===== src/rtl/fsg_pkg.sv =====
// Package with constants and carrier types for the flash security access guard
package fsg_pkg;

  localparam int ADDR_W    = 16;
  localparam int PAGE_BITS = 9;
  localparam int PAGE_W    = ADDR_W - PAGE_BITS;

  localparam logic [7:0] KEY_FIRST   = 8'hA5;
  localparam logic [7:0] KEY_SECOND  = 8'hF1;
  localparam logic [7:0] LOCK_ERASED = 8'hFF;

  localparam logic [7:0] OFS_PROG_STORE_CTL = 8'h00;
  localparam logic [7:0] OFS_LOCK_KEY       = 8'h04;
  localparam logic [7:0] OFS_RESET_SOURCE   = 8'h08;
  localparam logic [7:0] OFS_LOCK_STATUS    = 8'h0C;

  localparam int BIT_STORE_WRITE_EN = 0;
  localparam int BIT_STORE_ERASE_EN = 1;
  localparam int BIT_POWER_ON_FLAG  = 0;
  localparam int BIT_FLASH_ERR_FLAG = 1;
  localparam int BIT_ANY_LOCKED     = 16;

  localparam logic RST_STORE_WRITE_EN = 1'b0;
  localparam logic RST_STORE_ERASE_EN = 1'b0;

  typedef enum logic [2:0] {
    OP_CODE_READ,
    OP_EXT_READ,
    OP_EXT_WRITE,
    OP_DBG_READ,
    OP_DBG_WRITE,
    OP_DBG_ERASE,
    OP_DBG_DEV_ERASE
  } fsg_op_e;

  typedef enum logic [1:0] {
    FL_READ,
    FL_WRITE,
    FL_PAGE_ERASE,
    FL_DEV_ERASE
  } fsg_fl_e;

  typedef enum logic [1:0] {
    KEY_IDLE,
    KEY_HALF,
    KEY_OPEN,
    KEY_DEAD
  } fsg_key_e;

  typedef struct packed {
    fsg_op_e           op;
    logic [ADDR_W-1:0] addr;
    logic [7:0]        data;
  } fsg_req_s;

  typedef struct packed {
    logic              valid;
    fsg_fl_e           kind;
    logic [ADDR_W-1:0] addr;
    logic [7:0]        data;
  } fsg_fcmd_s;

  typedef struct packed {
    logic              rd;
    logic              wr;
    logic [ADDR_W-1:0] addr;
    logic [7:0]        data;
  } fsg_external_data_ram_s;

endpackage


===== src/rtl/fsg_access_guard.sv =====
// Flash security access guard with APB register slave
`timescale 1ns/100ps
module fsg_access_guard
  import fsg_pkg::*;
#(
  parameter logic [ADDR_W-1:0] LOCK_ADDR = 16'h3DFF,
  parameter logic [ADDR_W-1:0] RSV_BASE  = 16'h3E00
) (
  input  wire logic              I_CLK,
  input  wire logic              I_RESETN,
  input  wire logic              I_POR_N,
  input  wire logic              I_PSEL,
  input  wire logic              I_PENABLE,
  input  wire logic              I_PWRITE,
  input  wire logic [7:0]        I_PADDR,
  input  wire logic [31:0]       I_PWDATA,
  output logic      [31:0]       O_PRDATA,
  output logic                   O_PREADY,
  output logic                   O_PSLVERR,
  input  wire logic [7:0]        I_LOCK_BYTE,
  input  wire logic [ADDR_W-1:0] I_PC,
  input  wire logic              I_REQ_VALID,
  input  wire fsg_req_s          I_REQ,
  output logic                   O_REQ_READY,
  input  wire logic              I_FL_BUSY,
  output fsg_fcmd_s              O_FL_CMD,
  output fsg_external_data_ram_s              O_EXTERNAL_DATA_RAM,
  output logic                   O_DROP,
  output logic                   O_ERR_RESET,
  output logic                   O_IRQ_HOLD
);

  logic      swe_q;
  logic      see_q;
  fsg_key_e  key_q;
  logic      por_q;
  logic      ferr_q;
  logic      sampled_q;
  logic      halt_q;
  logic      ready_q;
  logic [7:0] lock_q;
  logic [7:0] lock_cur_q;
  logic [31:0] prdata_q;
  logic      pready_q;
  logic      pslverr_q;
  fsg_fcmd_s fcmd_q;
  fsg_external_data_ram_s external_data_ram_q;
  logic      drop_q;
  logic      err_q;
  logic      irq_hold_q;

  logic      req_dbg;
  logic      flash_op;
  logic      is_wr;
  logic      is_er;
  logic      is_dev;
  logic      bad;
  logic      fw_locked;
  logic      any_locked;
  logic      rsv;
  logic      on_lock_pg;
  logic      need_key;
  logic      key_ok;
  logic      take;
  logic      issue;
  logic      err_now;
  fsg_fl_e   fl_kind;
  logic      apb_acc;
  logic      apb_wr;
  logic      mapped;
  logic [31:0] rd_mux;
  logic      mod_pend;

  function automatic logic page_locked(input logic [ADDR_W-1:0] a, input logic [7:0] lk);
    logic [7:0] cnt;
    cnt = ~lk;
    page_locked = (8'(a[ADDR_W-1:PAGE_BITS]) < cnt) ||
                  ((a[ADDR_W-1:PAGE_BITS] == LOCK_ADDR[ADDR_W-1:PAGE_BITS]) &&
                   (lk != LOCK_ERASED));
  endfunction

  assign any_locked = (lock_q != LOCK_ERASED);
  assign rsv        = (I_REQ.addr >= RSV_BASE);
  assign on_lock_pg = (I_REQ.addr[ADDR_W-1:PAGE_BITS] == LOCK_ADDR[ADDR_W-1:PAGE_BITS]);
  assign take       = I_REQ_VALID & ready_q;
  // Modify command just sent; flash busy not yet visible
  assign mod_pend   = fcmd_q.valid & (fcmd_q.kind != FL_READ);

  // Classify and judge the request
  always_comb begin
    req_dbg  = 1'b0;
    flash_op = 1'b1;
    is_wr    = 1'b0;
    is_er    = 1'b0;
    is_dev   = 1'b0;
    fl_kind  = FL_READ;
    case (I_REQ.op)
      OP_CODE_READ: begin
        fl_kind = FL_READ;
      end
      OP_EXT_READ: begin
        flash_op = 1'b0;
      end
      OP_EXT_WRITE: begin
        flash_op = swe_q;
        is_er    = swe_q & see_q;
        is_wr    = swe_q & ~see_q;
        fl_kind  = see_q ? FL_PAGE_ERASE : FL_WRITE;
      end
      OP_DBG_READ: begin
        req_dbg = 1'b1;
      end
      OP_DBG_WRITE: begin
        req_dbg = 1'b1;
        is_wr   = 1'b1;
        fl_kind = FL_WRITE;
      end
      OP_DBG_ERASE: begin
        req_dbg = 1'b1;
        is_er   = 1'b1;
        fl_kind = FL_PAGE_ERASE;
      end
      OP_DBG_DEV_ERASE: begin
        req_dbg = 1'b1;
        is_dev  = 1'b1;
        fl_kind = FL_DEV_ERASE;
      end
      default: begin
        flash_op = 1'b0;
      end
    endcase
    fw_locked = ~req_dbg & page_locked(I_PC, lock_q);
    if (is_dev || !flash_op) begin
      bad = 1'b0;
    end else if (rsv) begin
      bad = 1'b1;
    end else if (is_er && on_lock_pg) begin
      bad = ~req_dbg | any_locked;
    end else if (is_wr && I_REQ.addr == LOCK_ADDR && lock_cur_q != LOCK_ERASED) begin
      bad = 1'b1;
    end else begin
      bad = page_locked(I_REQ.addr, lock_q) & ~fw_locked;
    end
  end

  assign need_key = flash_op & ~req_dbg & (is_wr | is_er);
  assign key_ok   = ~need_key | (key_q == KEY_OPEN);
  assign issue    = take & flash_op & ~bad & key_ok;
  assign err_now  = take & flash_op & bad & ~req_dbg;

  // Request path outputs
  always_ff @(posedge I_CLK) begin
    if (!I_RESETN) begin
      fcmd_q <= '0;
      external_data_ram_q <= '0;
      drop_q <= 1'b0;
      err_q  <= 1'b0;
    end else begin
      fcmd_q.valid <= issue;
      fcmd_q.kind  <= fl_kind;
      fcmd_q.addr  <= is_er ? {I_REQ.addr[ADDR_W-1:PAGE_BITS], {PAGE_BITS{1'b0}}}
                            : I_REQ.addr;
      fcmd_q.data  <= I_REQ.data;
      external_data_ram_q.rd    <= take & (I_REQ.op == OP_EXT_READ);
      external_data_ram_q.wr    <= take & (I_REQ.op == OP_EXT_WRITE) & ~swe_q;
      external_data_ram_q.addr  <= I_REQ.addr;
      external_data_ram_q.data  <= I_REQ.data;
      drop_q       <= take & flash_op & ((bad & req_dbg) | (~bad & ~key_ok));
      err_q        <= err_now;
    end
  end

  // Acceptance; nothing more is taken once an error reset is requested
  always_ff @(posedge I_CLK) begin
    if (!I_RESETN) begin
      sampled_q <= 1'b0;
      halt_q    <= 1'b0;
      ready_q   <= 1'b0;
    end else begin
      sampled_q <= 1'b1;
      halt_q    <= halt_q | err_now;
      ready_q   <= sampled_q & ~halt_q & ~err_now & ~I_FL_BUSY & ~take & ~mod_pend;
    end
  end

  // Lock state taken once after reset release
  always_ff @(posedge I_CLK) begin
    if (!I_RESETN) begin
      lock_q <= LOCK_ERASED;
    end else if (!sampled_q) begin
      lock_q <= I_LOCK_BYTE;
    end
  end

  // Shadow of the lock byte as it now stands in flash
  always_ff @(posedge I_CLK) begin
    if (!I_RESETN) begin
      lock_cur_q <= LOCK_ERASED;
    end else if (!sampled_q) begin
      lock_cur_q <= I_LOCK_BYTE;
    end else if (issue && (is_dev || (is_er && on_lock_pg))) begin
      lock_cur_q <= LOCK_ERASED;
    end else if (issue && is_wr && I_REQ.addr == LOCK_ADDR) begin
      lock_cur_q <= lock_cur_q & I_REQ.data;
    end
  end

  // Interrupt hold during write or erase
  always_ff @(posedge I_CLK) begin
    if (!I_RESETN) begin
      irq_hold_q <= 1'b0;
    end else begin
      irq_hold_q <= I_FL_BUSY | mod_pend | (issue & (is_wr | is_er | is_dev));
    end
  end

  // APB handshake
  assign apb_acc = I_PSEL & I_PENABLE & ~pready_q;
  assign apb_wr  = I_PSEL & I_PENABLE & pready_q & I_PWRITE;

  always_comb begin
    rd_mux = '0;
    mapped = 1'b1;
    case (I_PADDR)
      OFS_PROG_STORE_CTL: begin
        rd_mux[BIT_STORE_WRITE_EN] = swe_q;
        rd_mux[BIT_STORE_ERASE_EN] = see_q;
      end
      OFS_LOCK_KEY: begin
        rd_mux[1:0] = key_q;
      end
      OFS_RESET_SOURCE: begin
        rd_mux[BIT_POWER_ON_FLAG]  = por_q;
        rd_mux[BIT_FLASH_ERR_FLAG] = ferr_q;
      end
      OFS_LOCK_STATUS: begin
        rd_mux[7:0]            = lock_q;
        rd_mux[15:8]           = lock_cur_q;
        rd_mux[BIT_ANY_LOCKED] = any_locked;
      end
      default: begin
        mapped = 1'b0;
      end
    endcase
  end

  always_ff @(posedge I_CLK) begin
    if (!I_RESETN) begin
      pready_q  <= 1'b0;
      pslverr_q <= 1'b0;
      prdata_q  <= '0;
    end else begin
      pready_q  <= apb_acc;
      pslverr_q <= apb_acc & ~mapped;
      if (apb_acc) begin
        prdata_q <= I_PWRITE ? 32'h0000_0000 : rd_mux;
      end
    end
  end

  // Program store control
  always_ff @(posedge I_CLK) begin
    if (!I_RESETN) begin
      swe_q <= RST_STORE_WRITE_EN;
      see_q <= RST_STORE_ERASE_EN;
    end else if (apb_wr && I_PADDR == OFS_PROG_STORE_CTL) begin
      swe_q <= I_PWDATA[BIT_STORE_WRITE_EN];
      see_q <= I_PWDATA[BIT_STORE_ERASE_EN];
    end
  end

  // Key sequencer; a firmware write or erase consumes the key
  always_ff @(posedge I_CLK) begin
    if (!I_RESETN) begin
      key_q <= KEY_IDLE;
    end else if (take && flash_op && !bad && need_key) begin
      key_q <= (key_q == KEY_OPEN) ? KEY_IDLE : KEY_DEAD;
    end else if (apb_wr && I_PADDR == OFS_LOCK_KEY) begin
      case (key_q)
        KEY_IDLE: key_q <= (I_PWDATA[7:0] == KEY_FIRST) ? KEY_HALF : KEY_DEAD;
        KEY_HALF: key_q <= (I_PWDATA[7:0] == KEY_SECOND) ? KEY_OPEN : KEY_DEAD;
        default:  key_q <= KEY_DEAD;
      endcase
    end
  end

  // Reset source flags survive the device reset; set wins over clear
  always_ff @(posedge I_CLK) begin
    if (!I_POR_N) begin
      por_q  <= 1'b1;
      ferr_q <= 1'b0;
    end else begin
      if (apb_wr && I_PADDR == OFS_RESET_SOURCE && I_PWDATA[BIT_POWER_ON_FLAG]) begin
        por_q <= 1'b0;
      end
      if (err_now) begin
        ferr_q <= 1'b1;
      end else if (apb_wr && I_PADDR == OFS_RESET_SOURCE && I_PWDATA[BIT_FLASH_ERR_FLAG]) begin
        ferr_q <= 1'b0;
      end
    end
  end

  assign O_PRDATA    = prdata_q;
  assign O_PREADY    = pready_q;
  assign O_PSLVERR   = pslverr_q;
  assign O_REQ_READY = ready_q;
  assign O_FL_CMD    = fcmd_q;
  assign O_EXTERNAL_DATA_RAM      = external_data_ram_q;
  assign O_DROP      = drop_q;
  assign O_ERR_RESET = err_q;
  assign O_IRQ_HOLD  = irq_hold_q;
endmodule


===== config.mk =====
export PLATFORM = sky130hd
export DESIGN_NAME = fsg_access_guard
export DESIGN_NICKNAME = d
export VERILOG_FILES = /design/src/rtl/fsg_pkg.sv /design/src/rtl/fsg_access_guard.sv
export SDC_FILE = /design/constraint.sdc
export NUM_CORES = 1
export LEC_CHECK = 0
export BUFFER_PORTS_ARGS = -buffer_cell sky130_fd_sc_hd__buf_2
export CAP_MARGIN = 5
export CORE_ASPECT_RATIO = 1.25
export CORE_MARGIN = 8
export CORE_UTILIZATION = 35
export DETAILED_ROUTE_END_ITERATION = 10
export GPL_TIMING_DRIVEN = 1
export PLACE_DENSITY = 0.69
export SLEW_MARGIN = 30
export SYNTH_ARGS = -nofsm -noshare
export SYNTH_HDL_FRONTEND = slang
export SYNTH_SLANG_ARGS = --single-unit

===== constraint.sdc =====
create_clock -name I_CLK -period 4.8 [get_ports I_CLK]
set_input_delay 0.96 -clock I_CLK [delete_from_list [all_inputs] [get_ports I_CLK]]
set_output_delay 0.96 -clock I_CLK [all_outputs]
set_load 0.02 [all_outputs]

# After elaboration in Yosys (flattened, before gate mapping)
# Index checks and enable logic that the tools add are counted.
[word_totals] reg_bits=107 input_bits=99 out_inout_bits=91 word_cells=160
[op_classes] order_cmp=3 n_eq_ne=19 n_mux=27 bitwise=55 n_reduce_logical=32
[ops] cell="bitwise AND 1 bit" count=30
[ops] cell="2-to-1 mux 8 bit" count=3
[ops] cell="2-to-1 mux 17 bit" count=1
[ops] cell="equality test 16 x 14 -> 1 bit, second input constant" count=1
[ops] cell="equality test 8 x 4 -> 1 bit, second input constant" count=2
[ops] cell="equality test 8 bit, second input constant" count=2
[ops] cell=">= comparator 16 x 14 -> 1 bit, second input constant" count=1
[ops] cell="logical AND 1 bit" count=16
[ops] cell="< comparator 7 x 8 -> 1 bit" count=2
[ops] cell="!= test 8 bit, second input constant" count=2
[ops] cell="one-hot mux 2 bit (4 select lines)" count=2
[ops] cell="2-to-1 mux 15 bit" count=1
[ops] cell="NOT 1 bit" count=15
[ops] cell="equality test 7 x 5 -> 1 bit, second input constant" count=2
[ops] cell="2-to-1 mux 1 bit" count=11
[ops] cell="2-to-1 mux 2 bit" count=5
[ops] cell="equality test 3 bit, second input constant" count=3
[ops] cell="bitwise AND 8 bit" count=1
[ops] cell="equality test 8 x 3 -> 1 bit, second input constant" count=1
[ops] cell="logical NOT 8 bit" count=1
[ops] cell="NOT 8 bit" count=1
[ops] cell="bitwise OR 1 bit" count=8
[ops] cell="OR reduction 4 bit" count=2
[ops] cell="equality test 3 x 2 -> 1 bit, second input constant" count=2
[ops] cell="13 further kinds" count=21

# Logic depth before layout (Yosys ltp)
# Gate-level depths: netlist of the first run.
[depth] word_depth=19 ltp_mapped=8 mapped_depth_nobuf=8

# Worst setup path after synthesis of the first run
# OpenSTA, ideal clock, no wires.
[synth_path] kind="input-to-reg" start="in I_PC[14]" end="reg lock_cur_q[0]" setup_time_ns=0.120 t_arrival_ns=2.667 t_required_ns=4.680 path_slack_ns=2.013 stages=8 path_buffers=0 cell_sequence="ha_1 a21o_1 a21o_1 o221a_1 o221ai_2 o21ai_1 o211a_1 a211o_1"
[synth_between] elab_chain_len=16 word_cells_on_any_way=20 classes_between="1 x order compare; 2 x eq/ne; 6 x mux; 6 x bitwise; 5 x reduce/logical"
[synth_lines] item="start: declaration" line="fsg_access_guard.sv:21" source="input wire logic [ADDR_W-1:0] I_PC,"
[synth_lines] item="parallel branches: the longest is 2 deep, another holds < comparator 7 x 8 -> 1 bit"
[synth_lines] item="logical OR 1 bit (*)" line="fsg_access_guard.sv:77" source="page_locked = (8'(a[ADDR_W-1:PAGE_BITS]) < cnt) ||"
[synth_lines] item="bitwise AND 1 bit (*)" line="fsg_access_guard.sv:132" source="fw_locked = ~req_dbg & page_locked(I_PC, lock_q);"
[synth_lines] item="NOT 1 bit (*)" line="fsg_access_guard.sv:142" source="bad = page_locked(I_REQ.addr, lock_q) & ~fw_locked;"
[synth_lines] item="bitwise AND 1 bit (*)" line="fsg_access_guard.sv:142"
[synth_lines] item="2-to-1 mux 1 bit (*)" line="fsg_access_guard.sv:139" source="end else if (is_wr && I_REQ.addr == LOCK_ADDR && lock_cur_q != LOCK_ERASED) begin"
[synth_lines] item="2-to-1 mux 1 bit (*)" line="fsg_access_guard.sv:137" source="end else if (is_er && on_lock_pg) begin"
[synth_lines] item="2-to-1 mux 1 bit (*)" line="fsg_access_guard.sv:135" source="end else if (rsv) begin"
[synth_lines] item="2-to-1 mux 1 bit (*)" line="fsg_access_guard.sv:133" source="if (is_dev || !flash_op) begin"
[synth_lines] item="NOT 1 bit (*)" line="fsg_access_guard.sv:148" source="assign issue = take & flash_op & ~bad & key_ok;"
[synth_lines] item="bitwise AND 1 bit (*) (2 in a row)" line="fsg_access_guard.sv:148"
[synth_lines] item="logical AND 1 bit (on tied branches)" line="fsg_access_guard.sv:203, fsg_access_guard.sv:201"
[synth_lines] item="logical AND 1 bit or 2-to-1 mux 8 bit (tied branches)" line="fsg_access_guard.sv:203, fsg_access_guard.sv:201"
[synth_lines] item="!= test 3 x 1 -> 1 bit (no source line) or 2-to-1 mux 8 bit (tied branches)"
[synth_lines] item="end signal: assignment" line="fsg_access_guard.sv:204" source="lock_cur_q <= lock_cur_q & I_REQ.data;"
[synth_lines] item="end: declaration" line="fsg_access_guard.sv:42" source="logic [7:0] lock_cur_q;"
# Mark *: on every way between the ends.
# A chain may end at the register's enable or synchronous reset.

# Worst setup path after layout of the first run
[layout_path] start="in I_REQ[20] in the netlist's numbering" end="reg lock_cur_q[1]"
[layout_between] elab_chain_len=14 word_cells_on_any_way=24 classes_between="2 x order compare; 3 x eq/ne; 6 x mux; 4 x bitwise; 9 x reduce/logical"
[layout_lines] item="start: declaration" line="fsg_access_guard.sv:23" source="input wire fsg_req_s I_REQ,"
[layout_lines] item="parallel branches: the longest is 14 deep, another holds < comparator 7 x 8 -> 1 bit"
# Parallel ways; which one is timed is not known.

==> results of run 1 <==
flip-flops by register name (all words and copies together) (netlist names):
signal	count
por_q	1
O_DROP	1
O_PREADY	1
see_q	1
sampled_q	1
halt_q	1
O_EXTERNAL_DATA_RAM	19
O_IRQ_HOLD	1
ferr_q	1
swe_q	1
O_ERR_RESET	1
lock_q	8
O_PRDATA	17
O_REQ_READY	1
key_q	2
O_PSLVERR	1
O_FL_CMD	19
lock_cur_q	8
per-layer routing:
layer  part of all wire (%)  up-vias
met4                    2.9        0
met1                     38     1527
met3                    6.8       23
met5                      0        -
met2                     52      120
li1                       -     1619
layout by cell type (no fill, tap or decap), types with 6 or more instances in the layout:
cell type / count
buf_2: 141
dfxtp_1: 85
nand2_1: 32
nor2_1: 30
and2_1: 23
nand3_1: 16
a22oi_1: 15
conb_1: 15
ha_1: 12
and3_1: 11
nand4_1: 10
o211ai_1: 9
nand2b_1: 9
clkbuf_16: 9
a21oi_1: 8
a211o_1: 8
inv_1: 6
worst register-to-register path: cells and delay by family, from the launching register on:
family / cells / cell delay (ns)
AOI/OAI and AO/OA: 6 / 1.67
DFF: 1 / 0.46
adders and majority gates: 1 / 0.30
logic make-up after synthesis:
| family | after synthesis |
|---|---|
| and+or+nand+nor | 158 |
| DFF | 85 |
| AOI/OAI and AO/OA | 75 |
| buffers and inverters | 54 |
| adders and majority gates | 12 |
| muxes | 8 |
| xor gates and xnor gates | 3 |
| other | 1 |
where the power goes:
group | total (mW) | internal (mW) | switching, mW
sequential | 0.757 | 0.734 | 0.0239
combinational | 0.217 | 0.0839 | 0.133
clock | 0.759 | 0.473 | 0.286
final timing paths:
path / start / to / depth (start not counted)
setup / recovery: I_REQ[20] / lock_cur_q[1] / 8
hold / removal: halt_q / halt_q / 2
setup reg to reg: lock_q[3] / lock_cur_q[1] / 7
hold reg to reg: halt_q / halt_q / 2
cell type report:
| type | count | area (um^2) | share of cell area [%] |
|---|---|---|---|
| Sequential cell | 85 | 1700 | 35.7 |
| Inverter | 7 | 26.3 | 0.551 |
| Clock buffer | 10 | 239 | 5.01 |
| Timing Repair Buffer | 141 | 706 | 14.8 |
| Multi-Input combinational cell | 271 | 1840 | 38.5 |
| Clock inverter | 6 | 92.6 | 1.94 |
| Tap cell | 132 | 165 | 3.46 |
==> results.md, run 1 <==
Global routing:
- Global routing finished with a remaining overflow of 0.
- The layer carrying the most global-route usage is met2.
- Global routing used 14.6% of the available tracks.
- The first global-routing pass estimated 16700 um of wire.
- The initial antenna violation count came to 0.
- In the global route stage, met2 resource usage came out at 26.1%.
- The fraction of met3 tracks used by global routing is 3.69%.
- The number of global-route vias before repair is 3317.
- Global routing used 15.0% of the available met1 tracks.
- Entering global routing, the biggest net connects 47 pins.

Power and ir drop:
- The power consumption is 1.73 mW.
- The power density over the cells is 364 nW/um^2.
- In this run the static leakage power is 2.24 nW.
- The highest ir drop seen on vdd is 0.142 mV.

Final layout:
- The number of antenna diodes in the final layout is 0.
- The number of standard cells in the final layout excluding fillers is 652.
- With fillers left out, the area of the finished cells amounts to 4770 um^2.
- Fill cells in the final layout number 1063.
- The count of nets after finishing is 626.
- At the end of the flow the core is filled with cells to 44.9%.
- The post-route netlist has 34.2% of its cells at a drive strength greater than 1.
- The relative area change from synthesis to final layout is 25.0%.

Min path:
- The min-delay analysis places its worst path in the category flip-flop to flip-flop.

Yosys:
- The cell taking the most area after synthesis is dfxtp_1.
- The count of warnings emitted by yosys is 0.
- After synthesis, the share of flip-flops with an asynchronous set or reset is 0%.
- By area the synthesized netlist is led by dfxtp_1 45%, buf_4 5.9%, ha_1 3.9%.
- Of the post-synthesis cell area, the dominant cell type holds 44.6%.
- The cell area after technology mapping is 3810 um^2.
- Among all flip-flop cells after synthesis, the most frequent one is dfxtp_1.
- Synthesis produced a netlist whose cell count is 396.
- The leading cell type by number of instances after synthesis is dfxtp_1.
- Counting flops and latches in the post-synthesis netlist gives 85.
- Summing the areas of all compound-gate instances in the mapped netlist gives 16.2% of the synthesized area.
- After synthesis, the largest family of logic cells by area is simple AND/OR/NAND/NOR gates.
- Each instance of the synthesized netlist takes up on average 9.63 um^2.
- Of the post-synthesis cell area, the part taken by muxes is 2.92%.
- Yosys mapped a number of flops with a built-in enable equal to 0.
- The share of synthesized area occupied by flip-flops and latches is 44.6%.
- The count of unique library cells instantiated by Yosys is 64.
- The simple-gate share of the synthesized area is 22.9%.
- The xor and xnor fraction of the mapped netlist area is 0.689%.
- The commonest cells after synthesis are 85 x dfxtp_1, 32 x nand2_1, 30 x buf_4, 30 x nor2_1, 23 x and2_1.
- After Yosys synthesis, full adders, half adders and majority gates account for 3.94% of the synthesized area.

Place:
- OpenSTA, run right after detailed placement, puts the worst setup slack at 1.63 ns.
- The count of port buffers added during placement is 141.
- The placed instance area is 4440 um^2.
- The weighted congestion reported at the end of routability-driven placement is 0.848.
- The HPWL reported at the end of detailed placement is 8390 um.
- The instance count after placement with tap cells included is 636.

Routing:
- The via count normalized by instance count is 5.04.
- The first detailed-routing pass ran for 4 iterations.
- In this run the remaining antenna-violating nets after routing total 0.
- The total number of vias is 3289.
- Wires add up to 10700 um.
- After the first detailed-routing iteration, the DRC count stood at 121.
- Dividing the detail-routed wire length by the instance count gives 16.5 um.
- For this run, design rule violations remaining after detail routing come to 0.

Timing:
- The fraction of the cycle the final worst path needs is 58.8%.
- The maximum clock frequency is 354 MHz.
- The final worst setup slack is 1.98 ns.
- Setup repair after global routing left no endpoint under its margin.
- The final max-slew violation count is 0.
- The number of failing hold endpoints at the final stage came to 0.
- After layout, the minimum clock period comes to 2.82 ns.
- The minimum hold slack is 0.455 ns.
- Between clock sinks in the finished design, the worst skew comes to 0.00683 ns.
- The setup TNS after final layout is 0 ns.
- Setup violations remaining at the end of the flow were counted as 0.
- At the pin with the least slew margin, the transition time is 0.871 ns.
- Headroom to the max-slew limit came out at 41.9%.

Worst setup path:
- The cell type group with the largest total delay on the critical path is compound AO/OA/AOI/OAI gates.
- STA classifies the critical path startpoint as a primary input.
- The register-to-register setup slack is 2.27 ns.
- The number of buffers and inverters on the critical path is 1.
- The critical path capture point type is a flip-flop.
- For this design, the slowest cell found on the critical path is a2111oi_1.
- Traced cell by cell, the critical path runs through buf_2 > ha_1 > a21o_1 > a2111oi_1 > o31ai_1 > o21ai_2 > o31ai_4 > a211o_1.
- The data required time of the critical path is 5.02 ns.
- The worst setup path is of the primary input to flip-flop kind.
- The largest single stage delay on the critical path is 0.51 ns.
- The data arrival time at the worst-slack endpoint is 3.05 ns.
- The highest fanout seen on the critical path is 8.

Floorplanning:
- The die covers 14500 um^2.
- The die outline width is 109 um.
- Row generation in the floorplan step produced 42 rows.
- Once the floorplan was initialized, standard cells occupied 35.9% of the core.
- The die is 133 um tall.
- 190 I/O pins were placed.
- The placeable core region is 10600 um^2.

Clock tree:
- TritonCTS built the clock tree.
- The post-cts hold buffer count is 0.
- The clock tree synthesis step divided the H-tree into 3 levels.
- Clock tree synthesis inserted a total of 9 buffers.
- After clock tree synthesis, the setup repair step added 0 buffers.
- The clock passes through at most 2 buffers.
- The number of sinks driven by the clock tree is 85.
- After clock tree synthesis, the repair step resized 0 gates.
- At the later pin of the worst-skew pair, clock insertion delay measures 0.34 ns.
- The tree is rooted in a clkbuf_16.
- The clock transition at the register clock pins on the worst setup and hold paths after CTS is 0.06 ns.

Outcome:
- The flow ran to the end, and the final reports show no timing, DRC or antenna violations.

Job:
- The max-cap violation count is 0.
(Power assumes the default switching activity.)
==> run 2, diff against run 1 <==
ABC_AREA = 1   (was unset)
clock period = 2.8 ns   (was 4.8 ns; I/O delays follow)
==> run 2 against run 1 <==
  * Clock power up 69%
  * Sequential share of layout area down 1.0 points
  * Sequential cell count unchanged
  * Non-clock buffer count up 5
  * Critical path type is now flip-flop to flip-flop
==> results.md, run 2 <==
Clock tree:
- Counting along the longest clock path gives a buffer depth of 2.
- TritonCTS built the clock tree.
- The buffer type at the clock tree root is clkbuf_16.
- The number of sinks driven by the clock tree is 85.
- Counting the buffers created by CTS gives 9.
- The post-CTS setup repair buffer count is 0.
- The count of cells resized by post-cts repair is 0.
- The post-cts hold buffer count is 0.
- CTS built an H-tree with a depth of 3.
- The insertion delay to the later sink of the worst-skew pair is 0.34 ns.
- The clock transition at the register clock pins on the worst setup and hold paths after CTS is 0.06 ns.

Worst setup path:
- The cell count of the worst reg-to-reg path is 17.
- The number of buffers and inverters on the critical path is 1.
- The largest individual stage delay along the critical path comes from the cell dfxtp_1.
- The data arrival time at the worst-slack endpoint is 2.34 ns.
- Along the worst path, the maximum fanout reaches 9.
- The critical path goes through ha_1 > a21oi_1 > nand2_1 > nand2_1 > nand2_1 > nand2_1 > nand2_1 > nand2_1 > nand2_1 > nand2_1 > nand2_2 > nand2_4 > nand4_4 > nand3_1 > nand2_1 > clkinv_1 > nand2_1.
- In this design, the largest share of critical-path delay is due to simple AND/OR/NAND/NOR gates.
- The launching element type of the critical path is a flip-flop.
- The destination of the worst register-to-register timing path is lock_cur_q[6].
- The register-to-register setup slack is 0.69 ns.
- The category of the most critical setup path is flip-flop to flip-flop.
- For the worst setup path, the data required time is 3.03 ns.
- The largest incremental delay on the critical path is 0.47 ns.
- The worst flop-to-flop path startpoint is lock_q[3].
- The most frequent cell on the critical path is nand2_1.
- The critical path capture point type is a flip-flop.

Yosys:
- During synthesis, Yosys emitted a total of 0 warnings.
- The synthesis-stage register bit count is 85.
- Summing the areas of all and, or, nand and nor instances in the mapped netlist gives 30.5% of the synthesized area.
- The synthesized netlist devotes 8.46% of its cell area to compound gates.
- By area, the combinational part of the netlist is dominated by simple AND/OR/NAND/NOR gates.
- Yosys attributes the largest share of cell area to dfxtp_1 44%, nand2_1 16%, buf_4 5.8%.
- The leading cell type by number of instances after synthesis is nand2_1.
- The count of unique library cells instantiated by Yosys is 41.
- Counting flops with an async set or reset pin after synthesis yields a share of 0%.
- Summing the sequential cell areas from Yosys gives 43.6% of the chip area.
- The primary flip-flop cell chosen by synthesis mapping is dfxtp_1.
- Of all cell types, the one taking the most synthesized area is dfxtp_1.
- The adder and majority gate portion of the synthesized area is 3.84%.
- Each instance of the synthesized netlist takes up on average 7.33 um^2.
- The xor and xnor fraction of the mapped netlist area is 0%.
- Measured against the total synthesized area, the mux share comes to 0%.
- Of the post-synthesis cell area, the dominant cell type holds 43.6%.
- The commonest cells after synthesis are 168 x nand2_1, 85 x dfxtp_1, 56 x inv_1.
- The gate count of the mapped netlist is 533.
- In this run, synthesis inferred 0 flip-flops with an integrated enable.
- The synthesized netlist occupies a cell area of 3910 um^2.

Power and ir drop:
- The fraction of power spent switching nets is 25.8%.
- The power density over the cells is 603 nW/um^2.
- The cell leakage power is 2.63 nW.
- Of the total power, the clock network draws 43.2%.
- The highest ir drop seen on vdd is 0.238 mV.
- The net switching component of the power is 0.764 mW.
- The power consumption is 2.96 mW.
- Sequential cells burn 43.6% of the power.
- Combinational logic is responsible for 13.2% of the overall power.
- Cell internal power was estimated by the tool at 2.20 mW.

Routing:
- Detailed routing inserted a total of 3743 vias.
- The via count normalized by instance count is 4.68.
- The first TritonRoute pass finished after 5 iterations.
- The remaining antenna violation count after routing is 0.
- The routed wire length is 11100 um.
- The detailed-route wire length per cell is 13.8 um.
- The starting DRC count in detailed routing is 138.
- The count of unresolved DRC violations after routing is 0.

Outcome:
- The run finished with clean final reports.

Floorplanning:
- The die area is 14800 um^2.
- The placement row count is 43.
- In this run the standard cell core region covers 11000 um^2.
- Pin placement for this block handled 190 I/O pins.
- In this run the horizontal extent of the chip is 110 um.
- From bottom edge to top edge, the die measures 134 um.
- The effective utilization at floorplan is 35.6%.

Timing:
- The worst setup skew after layout is 0.00610 ns.
- The final max-slew violation count is 0.
- Setup repair after global routing left no endpoint under its margin.
- For the pin with the worst max-slew slack, the measured transition is 0.693 ns.
- Setup violations remaining at the end of the flow were counted as 0.
- The final critical path takes up 75.4% of the cycle.
- The final worst setup slack is 0.688 ns.
- The clock period minus final worst setup slack is 2.11 ns.
- The maximum clock frequency is 474 MHz.
- The tightest slew margin relative to the limit is 53.7%.
- The number of failing hold endpoints at the final stage is 0.
- The minimum hold slack is 0.424 ns.
- For the final routed database, the setup TNS stands at 0 ns.

Place:
- The post-placement worst setup slack is 0.419 ns.
- Port buffering added 141 buffers.
- The weighted congestion reported at the end of routability-driven placement is 0.903.
- The HPWL reported at the end of detailed placement is 8850 um.

Final layout:
- Registers take 1700 um^2.
- The area taken by multi-input logic gates is 1730 um^2.
- Leaving out fill and tap cells, the most frequent cells in the layout are 168 x nand2_1, 141 x buf_2, 85 x dfxtp_1, 56 x inv_1, 37 x nor2_1.
- The number of antenna diodes in the final layout is 0.
- Cells with a size suffix above 1 make up 27.3% of the layout.
- The count of nets after finishing is 771.
- The number of fill cells is 1135.
- Relative to the synthesized area, the layout overhead comes to 25.8%.
- The leading cell type in the layout, fill and taps excluded is nand2_1.

Global routing:
- The total routing resource utilization after global routing is 14.8%.
- The first global-routing pass estimated 18100 um of wire.
- The initial antenna violation count is 0.
- The maximum number of pins on one net before global-route repair is 48.
- The number of global-route vias before repair is 3812.
- Global routing finished with a remaining overflow of 0.

Job:
- Across the run, the number of max-cap violations was 0.

Min path:
- The startpoint of the tightest hold check path is I_POR_N.
- The worst hold path class is primary input to flip-flop.
- The capture endpoint of the worst hold path is por_q.
- The worst hold path passes through 2 cells.
==> run 2: cell count changes after synthesis, moves of 8 or more <==
| cell | previous run | this run |
|---|---|---|
| a22oi_1 | 15 | 0 |
| a211o_1 | 8 | 0 |
| nand2b_1 | 9 | 0 |
| clkinv_1 | 0 | 9 |
| and3_1 | 11 | 2 |
| o21ai_0 | 4 | 13 |
| and2_1 | 23 | 0 |
| nand2_1 | 32 | 168 |
| inv_1 | 6 | 56 |
| a21oi_1 | 8 | 27 |
==> run 2: worst register-to-register path: stages, from the launching register on <==
cell and delay, ns:
dfxtp_1 0.47, ha_1 0.30, a21oi_1 0.14, nand2_1 0.07, nand2_1 0.05, nand2_1 0.04
nand2_1 0.08, nand2_1 0.05, nand2_1 0.05, nand2_1 0.04, nand2_1 0.07, nand2_2 0.08
nand2_4 0.10, nand4_4 0.17, nand3_1 0.12, nand2_1 0.06, clkinv_1 0.06, nand2_1 0.05
==> run 2: cell families (layout without fill, tap and decap cells) <==
kind of cell	after synthesis	in the layout
buffers and inverters	110	227
and+or+nand+nor	267	267
DFF	85	85
other	1	15
AOI/OAI and AO/OA	58	58
adders and majority gates	12	12
==> run 2: per-layer routing <==
metal / vias up / track usage [%] / routed length (um)
li1: 1902 / - / -
met1: 1692 / 15.8 / 4320
met2: 132 / 26.9 / 5840
met3: 17 / 4.02 / 689
met4: 0 / 6.32 / 205
met5: - / 0 / 0
==> run 2: final cells by class <==
class | instances | share of cell area (%)
Sequential cell | 85 | 34.6
Inverter | 66 | 5.04
Tap cell | 135 | 3.44
Multi-Input combinational cell | 352 | 35.2
Clock buffer | 10 | 4.86
Timing Repair Buffer | 146 | 15.1
Clock inverter | 5 | 1.73
==> run 2: how the worst max path moves through the flow <==
stage,start,to,slack [ns],cells after the start
4_1_cts,lock_q[5],lock_cur_q[6],0.68,17
3_3_place_gp,I_PC[14],lock_cur_q[6],0.48,18
2_1_floorplan,I_PC[14],key_q[0],0.76,17
3_5_place_dp,I_PC[14],lock_cur_q[6],0.42,18
5_1_grt,lock_q[3],lock_cur_q[2],0.38,17
6_report,lock_q[3],lock_cur_q[6],0.69,17
==> run 2: stage by stage <==
step	area, um^2	util (%)	instances
after floorplan	3960	-	547
after global placement	4590	41.8	784
after detailed placement	4590	41.8	784
after CTS	4910	44.8	799
after global routing	4910	44.8	799
final	4910	44.8	799
==> run 2: power groups by stage <==
stage	sequential [mW]	clock (mW)	combinational, mW
6_report	1.29	1.28	0.391
5_1_grt	1.30	1.37	0.436
4_1_cts	1.29	1.31	0.394
3_5_place_dp	1.32	0	0.392
3_3_place_gp	1.32	0	0.382
2_1_floorplan	1.35	0	0.236
==> run 3, diff against run 2 <==
clock period = 2 ns   (was 2.8 ns; I/O delays follow)
==> run 3 against run 2 <==
  * Worst setup slack worse by 0.71 ns
  * Global-route usage rose by 0.36 points
  * Total power is 38% higher
  * Critical path type unchanged
  * The run now ends with negative setup slack left
==> results.md, run 3 (synthesis results as in run 2) <==
Routing:
- For this block, wires on met1 add up to 4480 um.
- The highest signal layer in the routed design is met4.
- The remaining antenna violation count after routing is 0.
- The starting DRC count in detailed routing is 154.
- In the routed layout, each cell is associated on average with a via count of 4.71.
- The total number of vias is 3899.
- The count of unresolved DRC violations after routing is 0.
- The wire length on met2 is 6110 um.
- The first detailed-routing pass ran for 4 iterations.
- Detailed routing placed a total of 689 um of wire on met3.
- Dividing the detail-routed wire length by the instance count gives 14.0 um.
- The routed wire length is 11600 um.

Timing:
- The final worst setup slack is -0.0233 ns.
- The tightest slew margin relative to the limit is 65.0%.
- The maximum clock frequency is 494 MHz.
- Of the available clock period, the critical path in the final layout requires 101%.
- The actual transition at the worst max-transition pin is 0.519 ns.
- The worst setup skew after layout is 0.00979 ns.
- The number of failing hold endpoints at the final stage came to 0.
- The clock period minus final worst setup slack is 2.02 ns.
- Summed over all failing endpoints, the final setup total negative slack is -0.123 ns.
- Setup violations remaining at the end of the flow were counted as 11.
- Setup repair after global routing could not meet its margin everywhere.
- The final max-slew violation count is 0.

Floorplanning:
- The placement row count is 43.
- 190 I/O pins were placed.
- The die covers 14800 um^2.
- In this run the standard cell core region covers 11000 um^2.
- The floorplan step set the die height to 134 um.
- The effective utilization at floorplan is 35.6%.
- The die is 110 um wide.

Worst setup path:
- In this design, the stage delay of the slowest critical-path cell is 0.38 ns.
- The most frequent cell on the critical path is nand2_1.
- The signal on the critical path passes through buf_4 > nand4_1 > or2_4 > nand3b_1 > nand2_1 > nand2_1 > nand2_1 > nand2_1 > nand2_1 > nand2_2 > nand2_4 > buf_4 > nand4_4 > nand2_4 > nand2_1 > nand2_1.
- The category of the most critical setup path is flip-flop to flip-flop.
- The number of buffers and inverters on the critical path is 2.
- The worst setup path is launched from a flip-flop.
- STA puts the critical path data required time at 2.23 ns.
- Data arrives at the worst endpoint at 2.25 ns.
- The worst setup path is captured at a flip-flop.
- The worst-path cell with the longest stage delay is dfxtp_4.
- The cell family contributing the most delay on the critical path is simple AND/OR/NAND/NOR gates.
- The highest fanout seen on the critical path is 8.

Global routing:
- The number of global-route vias before repair is 3982.
- The overflow left after global routing is 0.
- The first global-routing pass estimated 18700 um of wire.
- The maximum number of pins on one net before global-route repair is 48.
- The initial antenna violation count was 0.
- Global routing used 15.2% of the available tracks across all layers.

Final layout:
- In the layout the commonest cells are 161 x nand2_1, 141 x buf_2, 79 x dfxtp_1, 56 x inv_1, 35 x nor2_1.
- The share of post-route cells with drive strength above 1 is 34.8%.
- The number of fill cells is 1111.
- The area taken by multi-input logic gates is 1920 um^2.
- The library cell used most frequently in the layout, excluding fill and tap cells, is nand2_1.
- The count of nets after finishing is 800.
- Compared with the post-synthesis result, the final layout area differs by 36.2%.
- Cells fill 48.5% of the core in the end.
- The register area is 1720 um^2.
- The count of inserted antenna diode cells is 0.
- The finished cells cover 5320 um^2.

Clock tree:
- The clock tree from TritonCTS is yes.
- The buffer type at the clock tree root is clkbuf_16.
- The post-cts hold buffer count is 0.
- The number of buffers created by CTS is 9.
- The insertion delay to the later sink of the worst-skew pair is 0.34 ns.
- The longest clock path from root to sink contains 2 buffers.
- The clock drives 85 sinks.
- After clock tree synthesis, the clock-pin slew on the worst setup and hold paths is 0.06 ns.
- The number of H-tree levels is 3.

Power and ir drop:
- The analysis attributes to cell leakage a power of 2.78 nW.
- The completed layout was analyzed and its total power is 4.09 mW.
- The power density over the cells is 769 nW/um^2.
- The worst-case IR drop observed on VDD is 0.348 mV.

Outcome:
- The run finished, with violations left.
- The checks that failed: negative setup slack.

Place:
- The placed instance area is 4780 um^2.
- The weighted congestion reported at the end of routability-driven placement is 0.899.
- The count of port buffers added during placement is 141.
- The HPWL reported at the end of detailed placement is 9000 um.
- The post-placement worst setup slack is -0.231 ns.

Job:
- The max-cap violation count is 0.

Min path:
- The worst hold path class is primary input to flip-flop.
-- run 3: what timing repair did --
action,in CTS,in global routing
resized for setup,11,33
setup endpoints to repair,13,17
pin swaps,3,16
buffers inserted,0,4
gates cloned,1,0
-- run 3: final cells by class --
class / instances / area share, %
clock inverters: 4 / 0.917
well taps: 135 / 3.18
repair buffers: 174 / 18.2
clock buffers: 11 / 4.56
flip-flops and latches: 85 / 32.4
multi-input cells: 353 / 36.1
inverters: 66 / 4.66
-- run 3: layer usage --
metal  vias up  GRT usage, %
met4         0          7.00
met1      1786          16.1
met2       131          27.5
met5         -             0
met3        22          4.02
li1       1960             -
-- run 3: through the flow --
stage	cells	hold WS, ns
floorplan	547	0.428
global placement	808	0.445
detailed placement	808	0.455
CTS	824	0.255
global route	828	0.269
finish	828	0.265
-- run 3: worst paths after layout --
path,slack [ns],cells after the start,startpoint,end
worst max register to register,-0.02,16,lock_q[5],lock_cur_q[0]
worst min register to register,0.47,2,O_PRDATA[9],O_PRDATA[9]
worst max-delay path,-0.02,16,lock_q[5],lock_cur_q[0]
worst min-delay path,0.27,2,I_POR_N,por_q
-- run 3: where the power goes --
part | internal (mW) | switching, mW
clock | 0.993 | 0.657
sequential | 1.76 | 0.0497
combinational | 0.245 | 0.387
